File: src/rtl/dcr_defs.svh
`ifndef DCR_DEFS_SVH
`define DCR_DEFS_SVH

// Message identifiers in bits 30:26
`define DCR_ID_CONFIG 5'h08
`define DCR_ID_STATUS 5'h09
`define DCR_ID_CURRENT 5'h0a

// Frame length in bits
`define DCR_FRAME_BITS 6'h20

// Reset values
`define DCR_CONFIG_RESET 24'hffffff
`define DCR_LATCH_RESET 1'b1
`define DCR_CURRENT_RESET 14'h0000

// Retry interval in PWM periods per unit of the retry field
`define DCR_RETRY_MULT 6'h04
`define DCR_RETRY_ZERO_PERIODS 6'h01

`endif

File: src/rtl/dcr_pkg.sv
`default_nettype none
package dcr_pkg;

  // Per-channel diagnostic flags, packed in response bit order
  typedef struct packed {
    logic ground_short_fault;
    logic gate_off_test_done;
    logic battery_short_fault;
    logic battery_short_test_done;
    logic open_load_gate_off_fault;
    logic open_load_gate_on_fault;
  } dcr_diag_flags_t;

  // Per-channel configuration, packed in message bit order
  typedef struct packed {
    logic [1:0] battery_short_threshold;
    logic [3:0] battery_short_retry;
  } dcr_chan_cfg_t;

  // One 32-bit message as it travels on the link
  typedef struct packed {
    logic write;
    logic [4:0] message_identifier;
    logic channel_select_hi;
    logic channel_select_lo;
    logic [23:0] payload;
  } dcr_msg_t;

endpackage
`default_nettype wire

File: src/rtl/dcr_msg_core.sv
// Functional notes
// - Bits 30:26 carry the identifier, 01000 selects the configuration, bit 31 high writes and low reads.
// - Identifier 01001 is answered with the four-channel fault and test flag word.
// - Identifier 01010 reads the current of the channel in bits 25:24, and that number is echoed back.
// - For the status and current reads a set bit 31 is taken as a read and changes nothing.
// - Each channel holds a 2-bit battery short threshold at bits 23:22, 17:16, 11:10 and 5:4.
// - Each channel holds a 4-bit retry field and retries four times that many PWM periods after a fault.
// - A retry field of zero gives a retry interval of exactly one PWM period.
// - Reset sets all threshold and retry fields to ones, low 24 bits ffffff.
// - Ground short faults of channels 0 to 3 sit in status bits 25, 19, 13 and 7.
// - Gate-off test done flags sit in status bits 24, 18, 12 and 6.
// - Battery short faults sit in bits 23, 17, 11, 5 and their test done flags in 22, 16, 10, 4.
// - Open load gate-off faults sit in bits 21, 15, 9, 3 and gate-on faults in 20, 14, 8, 2.
// - Enable pin latch is bit 1 and reset pin latch bit 0, both set after reset.
// - The current read returns a 14-bit fraction of full scale in bits 13:0, zero after reset.
// - A falling enable pin keeps its latch set until the pin is high and a status read arrives.
`include "dcr_defs.svh"
`default_nettype none
module dcr_msg_core (
  // Clock and reset
  input wire logic mclk,
  input wire logic rst_b,
  // Serial link pins
  input wire logic sclk,
  input wire logic cs_b,
  input wire logic mosi,
  output logic miso,
  output logic miso_oe_b,
  // Device pins and analog side
  input wire logic enable_pin,
  input wire dcr_pkg::dcr_diag_flags_t [3:0] diag_flags,
  input wire logic [3:0][13:0] current_value,
  // Retry timing
  input wire logic pwm_period_tick,
  input wire logic [3:0] retry_start,
  output logic [3:0] retry_expired,
  // Configuration towards the comparators
  output dcr_pkg::dcr_chan_cfg_t [3:0] chan_cfg
);

  // ********************************
  // Pin synchronisers
  // ********************************
  logic [3:0] sync1_reg;
  logic [3:0] sync2_reg;
  logic [3:0] sync3_reg;
  logic [3:0] filt_reg;
  logic [3:0] filt_prev_reg;
  logic [3:0] filt_next;

  // Change accepted only once second and third stage agree
  always_comb
  begin
    for (int k = 0; k < 4; k++)
      filt_next[k] = (sync2_reg[k] == sync3_reg[k]) ? sync3_reg[k] : filt_reg[k];
  end

  // Order: 0 sclk, 1 cs_b, 2 mosi, 3 enable
  always_ff @(posedge mclk or negedge rst_b)
  begin
    if (!rst_b)
    begin
      sync1_reg <= 4'h2;
      sync2_reg <= 4'h2;
      sync3_reg <= 4'h2;
      filt_reg <= 4'h2;
      filt_prev_reg <= 4'h2;
    end
    else
    begin
      sync1_reg <= {enable_pin, mosi, cs_b, sclk};
      sync2_reg <= sync1_reg;
      sync3_reg <= sync2_reg;
      filt_reg <= filt_next;
      filt_prev_reg <= filt_reg;
    end
  end

  logic sclk_rise;
  logic sclk_fall;
  logic cs_fall;
  logic cs_rise;
  logic enable_fall;
  assign sclk_rise = filt_reg[0] & ~filt_prev_reg[0] & ~filt_reg[1];
  assign sclk_fall = ~filt_reg[0] & filt_prev_reg[0] & ~filt_reg[1];
  assign cs_fall = ~filt_reg[1] & filt_prev_reg[1];
  assign cs_rise = filt_reg[1] & ~filt_prev_reg[1];
  assign enable_fall = ~filt_reg[3] & filt_prev_reg[3];

  // ********************************
  // Frame shifter
  // ********************************
  logic [5:0] bit_cnt_reg;
  logic [31:0] rx_reg;
  logic [31:0] tx_reg;
  logic [31:0] resp_reg;
  logic frame_done;
  dcr_pkg::dcr_msg_t msg;
  assign msg = rx_reg;
  // Short or long frames are dropped whole, never half applied
  assign frame_done = cs_rise && (bit_cnt_reg == `DCR_FRAME_BITS);

  // Sample on rising sclk, count saturates past one frame
  always_ff @(posedge mclk or negedge rst_b)
  begin
    if (!rst_b)
    begin
      bit_cnt_reg <= 6'h00;
      rx_reg <= 32'h00000000;
    end
    else if (cs_fall)
      bit_cnt_reg <= 6'h00;
    else if (sclk_rise)
    begin
      rx_reg <= {rx_reg[30:0], filt_reg[2]};
      if (bit_cnt_reg != 6'h3f)
        bit_cnt_reg <= bit_cnt_reg + 6'h01;
    end
  end

  // Response to the previous frame goes out MSB first, shifted on falling sclk
  always_ff @(posedge mclk or negedge rst_b)
  begin
    if (!rst_b)
      tx_reg <= 32'h00000000;
    else if (cs_fall)
      tx_reg <= resp_reg;
    else if (sclk_fall && (bit_cnt_reg != 6'h00))
      tx_reg <= {tx_reg[30:0], 1'b0};
  end

  // Pin released while chip select is high
  always_ff @(posedge mclk or negedge rst_b)
  begin
    if (!rst_b)
    begin
      miso <= 1'b0;
      miso_oe_b <= 1'b1;
    end
    else
    begin
      miso <= tx_reg[31];
      miso_oe_b <= filt_reg[1];
    end
  end

  // ********************************
  // Message decode and registers
  // ********************************
  logic cfg_write;
  logic status_read;
  logic current_read;
  logic [23:0] cfg_reg;
  logic enable_latch_reg;
  logic reset_latch_reg;
  logic [31:0] resp_next;
  assign cfg_write = frame_done && msg.write && (msg.message_identifier == `DCR_ID_CONFIG);
  // Write bit ignored on the read-only messages
  assign status_read = frame_done && (msg.message_identifier == `DCR_ID_STATUS);
  assign current_read = frame_done && (msg.message_identifier == `DCR_ID_CURRENT);

  // Configuration word, all ones after reset
  always_ff @(posedge mclk or negedge rst_b)
  begin
    if (!rst_b)
      cfg_reg <= `DCR_CONFIG_RESET;
    else if (cfg_write)
      cfg_reg <= msg.payload;
  end

  // Comparator settings come straight from the stored word
  always_ff @(posedge mclk or negedge rst_b)
  begin
    if (!rst_b)
      chan_cfg <= `DCR_CONFIG_RESET;
    else
      chan_cfg <= cfg_reg;
  end

  // Set beats clear; enable clear needs the pin high again
  always_ff @(posedge mclk or negedge rst_b)
  begin
    if (!rst_b)
    begin
      enable_latch_reg <= `DCR_LATCH_RESET;
      reset_latch_reg <= `DCR_LATCH_RESET;
    end
    else
    begin
      if (enable_fall)
        enable_latch_reg <= 1'b1;
      else if (status_read && filt_reg[3])
        enable_latch_reg <= 1'b0;
      if (status_read)
        reset_latch_reg <= 1'b0;
    end
  end

  // Response builder; unknown identifiers answer all zero but the echo
  always_comb
  begin
    resp_next = 32'h00000000;
    resp_next[30:26] = msg.message_identifier;
    if (msg.message_identifier == `DCR_ID_CONFIG)
      resp_next[23:0] = cfg_write ? msg.payload : cfg_reg;
    else if (msg.message_identifier == `DCR_ID_STATUS)
      resp_next[25:0] = {diag_flags[0], diag_flags[1], diag_flags[2], diag_flags[3],
        enable_latch_reg, reset_latch_reg};
    else if (msg.message_identifier == `DCR_ID_CURRENT)
    begin
      resp_next[25:24] = {msg.channel_select_hi, msg.channel_select_lo};
      resp_next[13:0] = current_value[{msg.channel_select_hi, msg.channel_select_lo}];
    end
  end

  // Zero current reading until the first frame completes
  always_ff @(posedge mclk or negedge rst_b)
  begin
    if (!rst_b)
      resp_reg <= 32'h00000000;
    else if (frame_done)
      resp_reg <= resp_next;
  end

  // ********************************
  // Battery short retry timers
  // ********************************
  logic [3:0][5:0] retry_cnt_reg;
  logic [3:0] retry_armed_reg;
  for (genvar i = 0; i < 4; i++)
  begin : g_retry
    logic [3:0] field;
    logic [5:0] target;
    assign field = cfg_reg[6*(3-i) +: 4];
    // Zero would wrap and only fire after 64 periods, so it means one period
    assign target = (field == 4'h0) ? `DCR_RETRY_ZERO_PERIODS :
      6'(`DCR_RETRY_MULT * field);

    // Counts PWM periods down from the target
    always_ff @(posedge mclk or negedge rst_b)
    begin
      if (!rst_b)
      begin
        retry_cnt_reg[i] <= 6'h00;
        retry_armed_reg[i] <= 1'b0;
        retry_expired[i] <= 1'b0;
      end
      else
      begin
        retry_expired[i] <= 1'b0;
        if (retry_start[i])
        begin
          retry_cnt_reg[i] <= target;
          retry_armed_reg[i] <= 1'b1;
        end
        else if (pwm_period_tick && retry_armed_reg[i])
        begin
          if (retry_cnt_reg[i] == 6'h01)
          begin
            retry_armed_reg[i] <= 1'b0;
            retry_expired[i] <= 1'b1;
          end
          retry_cnt_reg[i] <= retry_cnt_reg[i] - 6'h01;
        end
      end
    end

    a_retry_load: assert property (@(posedge mclk) disable iff (!rst_b)
      retry_start[i] |=> retry_cnt_reg[i] == ((field == 4'h0) ? 6'h01 : {field, 2'b00}))
      else $error("retry count loaded wrong");
  end

  // ********************************
  // Checks
  // ********************************
  a_cfg_write: assert property (@(posedge mclk) disable iff (!rst_b)
    cfg_write |=> cfg_reg == $past(msg.payload) ##1 chan_cfg == $past(cfg_reg))
    else $error("config write not stored");
  a_ro_stable: assert property (@(posedge mclk) disable iff (!rst_b)
    frame_done && (msg.message_identifier != `DCR_ID_CONFIG) |=> $stable(cfg_reg))
    else $error("read-only message changed config");
  a_status_word: assert property (@(posedge mclk) disable iff (!rst_b)
    status_read |=> resp_reg[25:2] == $past({diag_flags[0], diag_flags[1],
      diag_flags[2], diag_flags[3]}))
    else $error("status flags misplaced");
  a_current_echo: assert property (@(posedge mclk) disable iff (!rst_b)
    current_read |=> resp_reg[25:24] == $past(rx_reg[25:24])
      && resp_reg[23:14] == 10'h000 && resp_reg[13:0] == $past(current_value[rx_reg[25:24]]))
    else $error("current response wrong");
  a_resp_header: assert property (@(posedge mclk) disable iff (!rst_b)
    frame_done |=> !resp_reg[31] && resp_reg[30:26] == $past(rx_reg[30:26]))
    else $error("response header wrong");
  a_enable_hold: assert property (@(posedge mclk) disable iff (!rst_b)
    enable_latch_reg && !(status_read && filt_reg[3]) |=> enable_latch_reg)
    else $error("enable latch dropped early");
  a_latch_clear: assert property (@(posedge mclk) disable iff (!rst_b)
    status_read && filt_reg[3] && !enable_fall |=> !enable_latch_reg && !reset_latch_reg)
    else $error("latches not cleared by status read");
  a_miso_release: assert property (@(posedge mclk) disable iff (!rst_b)
    filt_reg[1] [*2] |=> miso_oe_b)
    else $error("miso driven outside frame");

  c_cfg_write: cover property (@(posedge mclk) disable iff (!rst_b) cfg_write);
  c_status_read: cover property (@(posedge mclk) disable iff (!rst_b)
    status_read && enable_latch_reg);
  c_current_read: cover property (@(posedge mclk) disable iff (!rst_b)
    current_read && msg.write);
  c_retry_done: cover property (@(posedge mclk) disable iff (!rst_b) retry_expired[0]);

endmodule
`default_nettype wire

File: config.mk
export PLATFORM = sky130hd
export DESIGN_NAME = dcr_msg_core
export DESIGN_NICKNAME = d
export VERILOG_FILES = /design/src/rtl/dcr_pkg.sv /design/src/rtl/dcr_msg_core.sv
export VERILOG_INCLUDE_DIRS = /design/src /design/src/rtl
export SDC_FILE = /design/constraint.sdc
export NUM_CORES = 1
export LEC_CHECK = 0
export ABC_AREA = 1
export BUFFER_PORTS_ARGS = -buffer_cell sky130_fd_sc_hd__buf_2
export CAP_MARGIN = 20
export CORE_MARGIN = 2
export CORE_UTILIZATION = 60
export CTS_BUF_LIST = sky130_fd_sc_hd__clkbuf_2 sky130_fd_sc_hd__clkbuf_4 sky130_fd_sc_hd__clkbuf_8
export CTS_CLUSTER_SIZE = 40
export DETAILED_ROUTE_END_ITERATION = 8
export PLACE_DENSITY = 0.82
export SYNTH_ARGS = -nofsm -noshare
export SYNTH_HDL_FRONTEND = slang
export SYNTH_SLANG_ARGS = --single-unit
export TNS_END_PERCENT = 1
File: constraint.sdc
create_clock -name mclk -period 1.99 [get_ports mclk]
set_input_delay 0.199 -clock mclk [delete_from_list [all_inputs] [get_ports mclk]]
set_output_delay 0.199 -clock mclk [all_outputs]
set_load 0.03 [all_outputs]
Word-level counts from Yosys, hierarchy flattened
Cells that the tools add are included.
{"block": "word_totals", "in_bits": 91, "regBits": 205, "elab_cells": 155}
{"block": "op_classes", "n_reduce_logical": 33, "magnitude_cmp": 1, "n_eq_ne": 13, "n_addsub": 5, "bitwise_logic": 13, "n_mux": 53}
{"op": "2-to-1 mux 6 bit", "count": 15}
{"op": "2-to-1 mux 32 bit", "count": 2}
{"op": "2-to-1 mux 24 bit", "count": 2}
{"op": "2-to-1 mux 14 bit", "count": 3}
{"op": "binary-select mux 14 bit (select 2 bit)", "count": 1}
{"op": "2-to-1 mux 1 bit", "count": 26}
{"op": "equality test 6 x 1 -> 1 bit (second input constant)", "count": 4}
{"op": "nonzero test 2 bit", "count": 12}
{"op": "subtractor 6 x 1 -> 6 bit (second input constant)", "count": 4}
{"op": "zero test 4 bit", "count": 4}
{"op": "equality test 5 x 4 -> 1 bit (second input constant)", "count": 3}
{"op": "AND reduction 2 bit", "count": 6}
{"op": "logical AND 1 bit", "count": 10}
{"op": "2-to-1 mux 10 bit", "count": 1}
{"op": "bitwise AND 1 bit", "count": 7}
{"op": "adder 6 x 1 -> 6 bit (second input constant)", "count": 1}
{"op": "equality test 6 bit (second input constant)", "count": 1}
{"op": "2-to-1 mux 2 bit", "count": 3}
{"op": "!= test 6 bit (second input constant)", "count": 1}
{"op": "NOT 1 bit", "count": 6}
{"op": "nonzero test 6 bit", "count": 1}
{"op": "equality test 1 bit", "count": 4}
{"op": "< comparator 2 x 3 -> 1 bit (second input constant)", "count": 1}

Depth between registers and ports, before layout
Gate-level depths: netlist (run 1).
{"block": "logic_depth", "word_depth": 7, "depth_mapped": 11, "depth_no_buf": 10}

Least setup slack after synthesis (run 1)
No wires, ideal clock.
{"block": "synth_path", "path_kind": "register to register", "startpoint": "register filt_prev_reg[1]", "endpoint": "register tx_reg[21]", "arrival_time_ns": 1.477, "path_slack_ns": 0.383, "path_buffers": 2, "stages_incl_launch_ff": 8, "t_required_ns": 1.860, "setup_ns": 0.130, "path_cell_list": "dfstp_2 -> inv_1 -> nor2_1 -> inv_2 -> nand2_1 -> buf_4 -> buf_2 -> a31oi_1"}
{"block": "synth_via", "elab_chain_len": 2, "elab_cells_between_ends": 3, "classes_between": "1 x mux; 1 x bitwise; 1 x reduce/logical"}
{"element": "start: declaration", "line": "dcr_msg_core.sv:48", "rtl": "logic [3:0] filt_prev_reg;"}
{"element": "start signal: assignment", "line": "dcr_msg_core.sv:75", "rtl": "filt_prev_reg <= filt_reg;"}
{"element": "bitwise AND 1 bit *", "line": "dcr_msg_core.sv:86", "rtl": "assign cs_fall = ~filt_reg[1] & filt_prev_reg[1];"}
{"element": "2-to-1 mux 32 bit or nonzero test 2 bit (tied branches)"}
{"element": "end signal: assignment", "line": "dcr_msg_core.sv:127", "rtl": "tx_reg <= resp_reg;"}
{"element": "end signal: assignment", "line": "dcr_msg_core.sv:129", "rtl": "tx_reg <= {tx_reg[30:0], 1'b0};"}
{"element": "end: declaration", "line": "dcr_msg_core.sv:95", "rtl": "logic [31:0] tx_reg;"}
Mark *: on every way between the ends. The rest lies on a longest branch, timed or not.
A chain may end at the register's enable or synchronous reset.

Worst setup path after layout (run 1)
{"block": "layout_path", "startpoint": "register bit_cnt_reg[0]", "endpoint": "register resp_reg[9]"}
{"block": "layout_via", "elab_chain_len": 6}
{"element": "start: declaration", "line": "dcr_msg_core.sv:93", "rtl": "logic [5:0] bit_cnt_reg;"}
{"element": "start signal: assignment", "line": "dcr_msg_core.sv:117", "rtl": "bit_cnt_reg <= bit_cnt_reg + 6'h01;"}
{"element": "equality test 6 bit (no line) *"}
{"element": "logical AND 1 bit *", "line": "dcr_msg_core.sv:101", "rtl": "assign frame_done = cs_rise && (bit_cnt_reg == `DCR_FRAME_BITS);"}
{"element": "logical AND 1 bit (2 in series)", "line": "dcr_msg_core.sv:157", "rtl": "assign cfg_write = frame_done && msg.write && (msg.message_identifier == `DCR_ID_CONFIG);"}
{"element": "2-to-1 mux 24 bit"}
{"element": "2-to-1 mux 24 bit", "line": "dcr_msg_core.sv:204", "rtl": "if (msg.message_identifier == `DCR_ID_CONFIG)"}
{"element": "end signal: assignment", "line": "dcr_msg_core.sv:222", "rtl": "resp_reg <= resp_next;"}
{"element": "end: declaration", "line": "dcr_msg_core.sv:96", "rtl": "logic [31:0] resp_reg;"}
Marked as above.

==> results of run 1 <==
per-layer routing:
layer	global-route usage [%]	share of wire [%]	vias up
li1	-	-	3784
met5	0	0	-
met4	10.8	3.3	0
met3	4.92	6.2	61
met2	42.8	47	304
met1	37.8	43	3773
power by group through the flow:
stage | combinational (mW) | sequential, mW | clock [mW]
detailed placement | 2.40 | 5.10 | 0
CTS | 2.44 | 5.05 | 4.04
finish | 2.45 | 5.06 | 3.99
global placement | 2.31 | 5.09 | 0
global route | 2.76 | 5.12 | 4.23
floorplan | 1.79 | 5.01 | 0
final cells by class:
cell class / count / area share [%]
sequential: 203 / 45.7
inverter: 121 / 4.03
multi-input combinational: 702 / 32.2
clock inverter: 5 / 0.522
tap: 216 / 2.40
timing repair buffer: 159 / 8.98
clock buffer: 57 / 6.13
cells by family (layout without fill, tap and decap cells):
family                     count (synthesis)  count (layout)  share of synthesized area [%]
and+or+nand+nor                          529             529                           24.3
muxes                                     25              25                           2.96
buffers and inverters                    171             342                           7.76
xor gates and xnor gates                  14              14                           1.29
DFF                                      203             203                           54.2
adders and majority gates                 14              14                           1.74
AOI/OAI and AO/OA                        120             120                           7.77
path summary, 6_finish.rpt:
| path | cells after the start | end | slack [ps] | startpoint |
|---|---|---|---|---|
| min in group asynchronous | 2 | retry_armed_reg[1]$_DFFE_PN0P_ | 170 | rst_b |
| min | 5 | resp_reg[23]$_DFFE_PN0P_ | 30 | diag_flags[3] |
| max reg2reg | 8 | resp_reg[9]$_DFFE_PN0P_ | 90 | bit_cnt_reg[0]$_DFFE_PN0P_ |
| min reg2reg | 0 | sync2_reg[0]$_DFF_PN0_ | 350 | sync1_reg[0]$_DFF_PN0_ |
| max | 8 | resp_reg[9]$_DFFE_PN0P_ | 90 | bit_cnt_reg[0]$_DFFE_PN0P_ |
| max in group asynchronous | 3 | enable_latch_reg$_DFFE_PN1P_ | 1030 | rst_b |
per-stage QoR:
stage / utilization [%] / setup slack (ps) / setup TNS, ps
floorplan: - / 383 / 0
global placement: 66.0 / 229 / 0
detailed placement: 66.0 / 163 / 0
CTS: 71.9 / 132 / 0
global route: 71.9 / -29.4 / -76.9
finish: 71.9 / 91.7 / 0
placed cells by master (no fill, tap or decap), drive strengths merged, types with 17 or more instances in the layout:
cell type	count
dfstp	55
nor2	68
nand3	79
a31oi	22
dlygate4sd3	17
a21oi	26
nand2	341
inv	121
clkbuf	58
buf	141
mux2	25
nand4	27
dfrtp	148
o21ai	30
o211ai	20
critical path, delay by kind of cell (launching register included):
kind,cells,cell delay (ps)
flops,1,380
fa+ha+maj,1,170
simple gates,4,520
buf+inv,2,390
compound gates,1,360
what timing repair did:
action                                  CTS  global route
gates resized for setup                   0             3
endpoints found under the setup margin    0             7
hold buffers                             17             0
hold endpoints to repair                 63             0
==> impl_metrics.csv, run 1 <==
group,metric,value,unit
run_status,status,"finished, final reports clean",
place,routabilityCongestion,0.878,
logic_synthesis,synth_common_cells,"nand2_1 (339), dfrtp_1 (148), inv_1 (116)",
floorplan,initial_core_util,60.7,%
cells_and_area,stdcell_count,1463,
clock_network,clk_pin_slew,70,ps
global_route,grt_pass1_wl,36500,um
logic_synthesis,syn_area_per_cell,8.83,um2
floorplan,io_pins,121,
logic_synthesis,seq_area_frac_synth,54.2,%
logic_synthesis,synth-main-ff-cell,"dfrtp_1",
global_route,grt_max_degree,70,
sta,final_hold_viol_count,0,
power,powerDensity,1020,nW/um2
sta,holdWs,25.4,ps
setup_path,cp-start-kind,"flop",
global_route,track_usage,27.1,%
floorplan,die_h,130,um
clock_network,clk_latency,530,ps
clock_network,cts.sinks,203,
cells_and_area,antennaDiodeCount,0,
logic_synthesis,yosysTopAreaCell,"dfrtp_1",
floorplan,fp.dieW,130,um
floorplan,core_area,15700,um2
place,io_buffers,120,
logic_synthesis,netlist_area,9500,um2
sta,maxSlewViolCount,0,
logic_synthesis,syn_inst,1076,
sta,fmax,527,MHz
clock_network,cts_root_buffer,"clkbuf_8",
sta,setup_violations,0,
clock_network,clk_path_buf_depth,3,
setup_path,crit_path_max_fanout,17,
power,ir_worst_vdd,0.000533,V
setup_path,crit_arrival,2360,ps
cells_and_area,final-seq-area,5150,um2
logic_synthesis,yosys_warnings,0,
setup_path,crit_slowest_cell,"dfrtp_1",
global_route,grt_pass1_vias,7613,
clock_network,cts_tree,"done",
cells_and_area,finalInstanceArea,11300,um2
logic_synthesis,syn-num-nets,1177,
detailed_routing,ant_nets,0,
power,power.switching,3.58,mW
floorplan,die_area,16900,um2
logic_synthesis,ys_top_cells_by_area,"dfrtp_1 (39%), dfstp_2 (15%), nand2_1 (13%), inv_1 (4.6%), nand3_1 (4.1%)",
sta,worst-slew-pin-transition,527,ps
detailed_routing,drt-wirelength-per-cell,15.2,um
place,dp_cells,1384,
detailed_routing,drt_iter0_markers,836,
setup_path,crit_required,2450,ps
clock_network,numCtsBuffers,34,
power,clkPwrFrac,34.7,%
logic_synthesis,ys_seq_elements,203,
detailed_routing,wirelength,22200,um
power,pwr-share-comb,21.3,%
sta,period_minus_slack,1900,ps
sta,grt_setup_unrepaired,"true",
sta,fin_crit_sh,95.4,%
cells_and_area,fillers,1127,
clock_network,htreeDepth,2,
cells_and_area,finish.net_count,1322,
job,maxCapViolCount,0,
power,swShare,31.1,%
power,p_leak,5.62,nW
logic_synthesis,yosysMostFrequentCell,"nand2_1",
detailed_routing,drc,0,
hold_path,hold_path.class,"input port to flop",
setup_path,max_stage_delay,380,ps
logic_synthesis,ys_types,41,
cells_and_area,syn2layout_area_growth,18.5,%
place,placed_cell_area,10300,um2
sta,slew_headroom,64.8,%
cells_and_area,multiInputGateArea,3630,um2
clock_network,cts_setup_buffers,0,
cells_and_area,drive_gt1_share,25.0,%
sta,clock_skew,13.5,ps
setup_path,critPathKind,"flop to flop",
detailed_routing,drt-pass1-iter-count,5,
place,dp.final_hpwl,14900,um
detailed_routing,vias_per_cell,5.41,
power,power.sequential.fraction,44.0,%
power,p_int,7.92,mW
global_route,overflow,0,
setup_path,critPathCaptureType,"flop",
global_route,antenna_found_initial,0,
logic_synthesis,postSynth.asyncResetShare,100,%
setup_path,crit_chain,"inv_1, ha_1, nand3_1, nor2_4, inv_1, a21oi_1, nand2_1, nand2_1",
logic_synthesis,synth_edf_count,0,
logic_synthesis,synth_top_area_share,39.0,%
power,power,11.5,mW
detailed_routing,vias,7922,
floorplan,fp-row-count,46,
No activity file was read; power rests on OpenSTA's default activity.
==> run 2: changes to the inputs <==
Settings changed: CAP_MARGIN 20 to 15, CORE_ASPECT_RATIO set to 0.8.
==> impl_metrics.csv, run 2 (synthesized netlist as in run 1, its figures left out) <==
group,metric,value,unit
detailed_routing,ant_nets,0,
cells_and_area,syn2layout_area_growth,18.9,%
setup_path,cp-start-kind,"flop",
place,io_buffers,120,
setup_path,ff2ff_setup_slack,70,ps
power,ir_worst_vdd,0.000648,V
detailed_routing,vias,7919,
cells_and_area,finalInstanceArea,11300,um2
detailed_routing,drt-pass1-iter-count,5,
cells_and_area,stdcell_count,1465,
floorplan,fp-row-count,41,
clock_network,cts.sinks,203,
power,clkPwrFrac,33.4,%
cells_and_area,drive_gt1_share,25.0,%
setup_path,startpoint,"bit_cnt_reg[0]$_DFFE_PN0P_",
sta,worst-slew-pin-transition,505,ps
floorplan,initial_core_util,60.7,%
floorplan,die_h,117,um
setup_path,reg2reg_from,"bit_cnt_reg[0]$_DFFE_PN0P_",
cells_and_area,antennaDiodeCount,0,
power,power.sequential.fraction,44.8,%
sta,clock_skew,23.8,ps
detailed_routing,drt-wirelength-per-cell,15.1,um
sta,final_hold_viol_count,0,
setup_path,critPathKind,"flop to flop",
sta,fin_crit_sh,96.5,%
global_route,track_usage,26.8,%
power,p_int,7.80,mW
sta,period_minus_slack,1920,ps
cells_and_area,finish.net_count,1327,
floorplan,fp.dieW,145,um
sta,slew_headroom,66.3,%
place,placed_cell_area,10300,um2
place,dp.final_hpwl,14500,um
sta,holdWs,30.5,ps
sta,fmax,521,MHz
sta,setup_violations,0,
sta,maxSlewViolCount,0,
setup_path,crit_path_max_fanout,14,
detailed_routing,drc,0,
setup_path,crit_required,2480,ps
setup_path,crit_arrival,2400,ps
cells_and_area,final_common_cell,"nand2_1",
power,p_leak,5.62,nW
detailed_routing,drt_iter0_markers,573,
cells_and_area,final-seq-area,5150,um2
place,dp_cells,1384,
detailed_routing,wirelength,22100,um
power,power.switching,3.44,mW
floorplan,die_area,16900,um2
run_status,status,"finished, final reports clean",
clock_network,clk_pin_slew,60,ps
clock_network,cts_root_buffer,"clkbuf_8",
setup_path,r2r_cells,9,
setup_path,endpoint,"resp_reg[8]$_DFFE_PN0P_",
place,routabilityCongestion,0.888,
cells_and_area,multiInputGateArea,3640,um2
cells_and_area,layout_common_cells,"nand2_1 (338), dfrtp_1 (148), buf_2 (119), inv_1 (114), nand3_1 (77)",
sta,grt_setup_unrepaired,"true",
detailed_routing,vias_per_cell,5.41,
clock_network,clk_path_buf_depth,3,
clock_network,cts_tree,"done",
setup_path,timing.rr.end,"resp_reg[8]$_DFFE_PN0P_",
global_route,grt_pass1_wl,36300,um
global_route,grt_max_degree,58,
power,powerDensity,995,nW/um2
global_route,antenna_found_initial,0,
floorplan,core_area,15600,um2
clock_network,clk_latency,560,ps
setup_path,critPathCaptureType,"flop",
clock_network,htreeDepth,1,
hold_path,hold_path.class,"input port to flop",
clock_network,numCtsBuffers,30,
power,swShare,30.6,%
global_route,overflow,0,
job,maxCapViolCount,0,
power,pwr-share-comb,21.8,%
floorplan,io_pins,121,
global_route,grt_pass1_vias,7618,
hold_path,min-delay-start,"pwm_period_tick",
cells_and_area,fillers,1155,
[run 2: cell count changes in the layout (fill, tap and decap cells not counted), moves of 2 or more]
cell | previous run | this run
clkbuf_8 | 43 | 38
dlygate4sd3_1 | 17 | 21
inv_1 | 116 | 114
buf_4 | 16 | 19
clkinv_2 | 1 | 3
[run 2: power by group through the flow]
stage	Sequential, mW	Combinational [mW]	Clock [mW]
5_1_grt	5.09	2.81	4.00
4_1_cts	5.02	2.44	3.81
3_5_place_dp	5.08	2.39	0
3_3_place_gp	5.07	2.32	0
2_1_floorplan	5.01	1.79	0
6_report	5.03	2.45	3.76
[run 2: cell type report]
type | instances | area share (%)
Sequential cell | 203 | 45.6
Inverter | 121 | 4.09
Clock buffer | 51 | 5.44
Tap cell | 215 | 2.38
Multi-Input combinational cell | 703 | 32.3
Timing Repair Buffer | 167 | 9.60
Clock inverter | 5 | 0.665
[run 2: stage by stage]
stage | power, mW | util [%] | TNS [ps] | setup WS (ps)
floorplan | 6.80 | - | 0 | 383
global placement | 7.39 | 66.1 | 0 | 231
detailed placement | 7.47 | 66.1 | 0 | 158
CTS | 11.3 | 71.8 | 0 | 101
global route | 11.9 | 72.2 | -217 | -33.8
finish | 11.2 | 72.2 | 0 | 70.3
[run 2: timing repair]
action                     4_1_cts  5_1_grt
setup buffers                    0        3
resized for setup                0        7
hold endpoints to repair        91        0
setup endpoints to repair        0       13
hold buffers                    21        0
[run 2: worst min-delay path by stage]
stage	endpoint	slack [ps]	cells past startpoint
2_1_floorplan	bit_cnt_reg[0]$_DFFE_PN0P_	-100	0
3_3_place_gp	sync3_reg[0]$_DFF_PN0_	190	1
3_5_place_dp	sync3_reg[0]$_DFF_PN0_	190	1
4_1_cts	retry_cnt_reg[8]$_DFFE_PN0P_	10	3
5_1_grt	retry_cnt_reg[8]$_DFFE_PN0P_	20	3
6_report	retry_cnt_reg[8]$_DFFE_PN0P_	30	3
[run 2: critical path: stages (launching register included)]
cell and delay, ps:
dfrtp_1 390, inv_1 110, ha_1 170, nand3_1 120, nor2_4 250, clkinvlp_4 240
buf_6 200, a21oi_1 200, nand2_1 100, nand2_1 60
[run 2: per-layer routing]
metal / global-route usage (%) / share of wire (%)
met4: 8.16 / 2.3
met1: 37.7 / 44
met3: 4.88 / 6.5
met2: 43.2 / 47
met5: 0 / 0
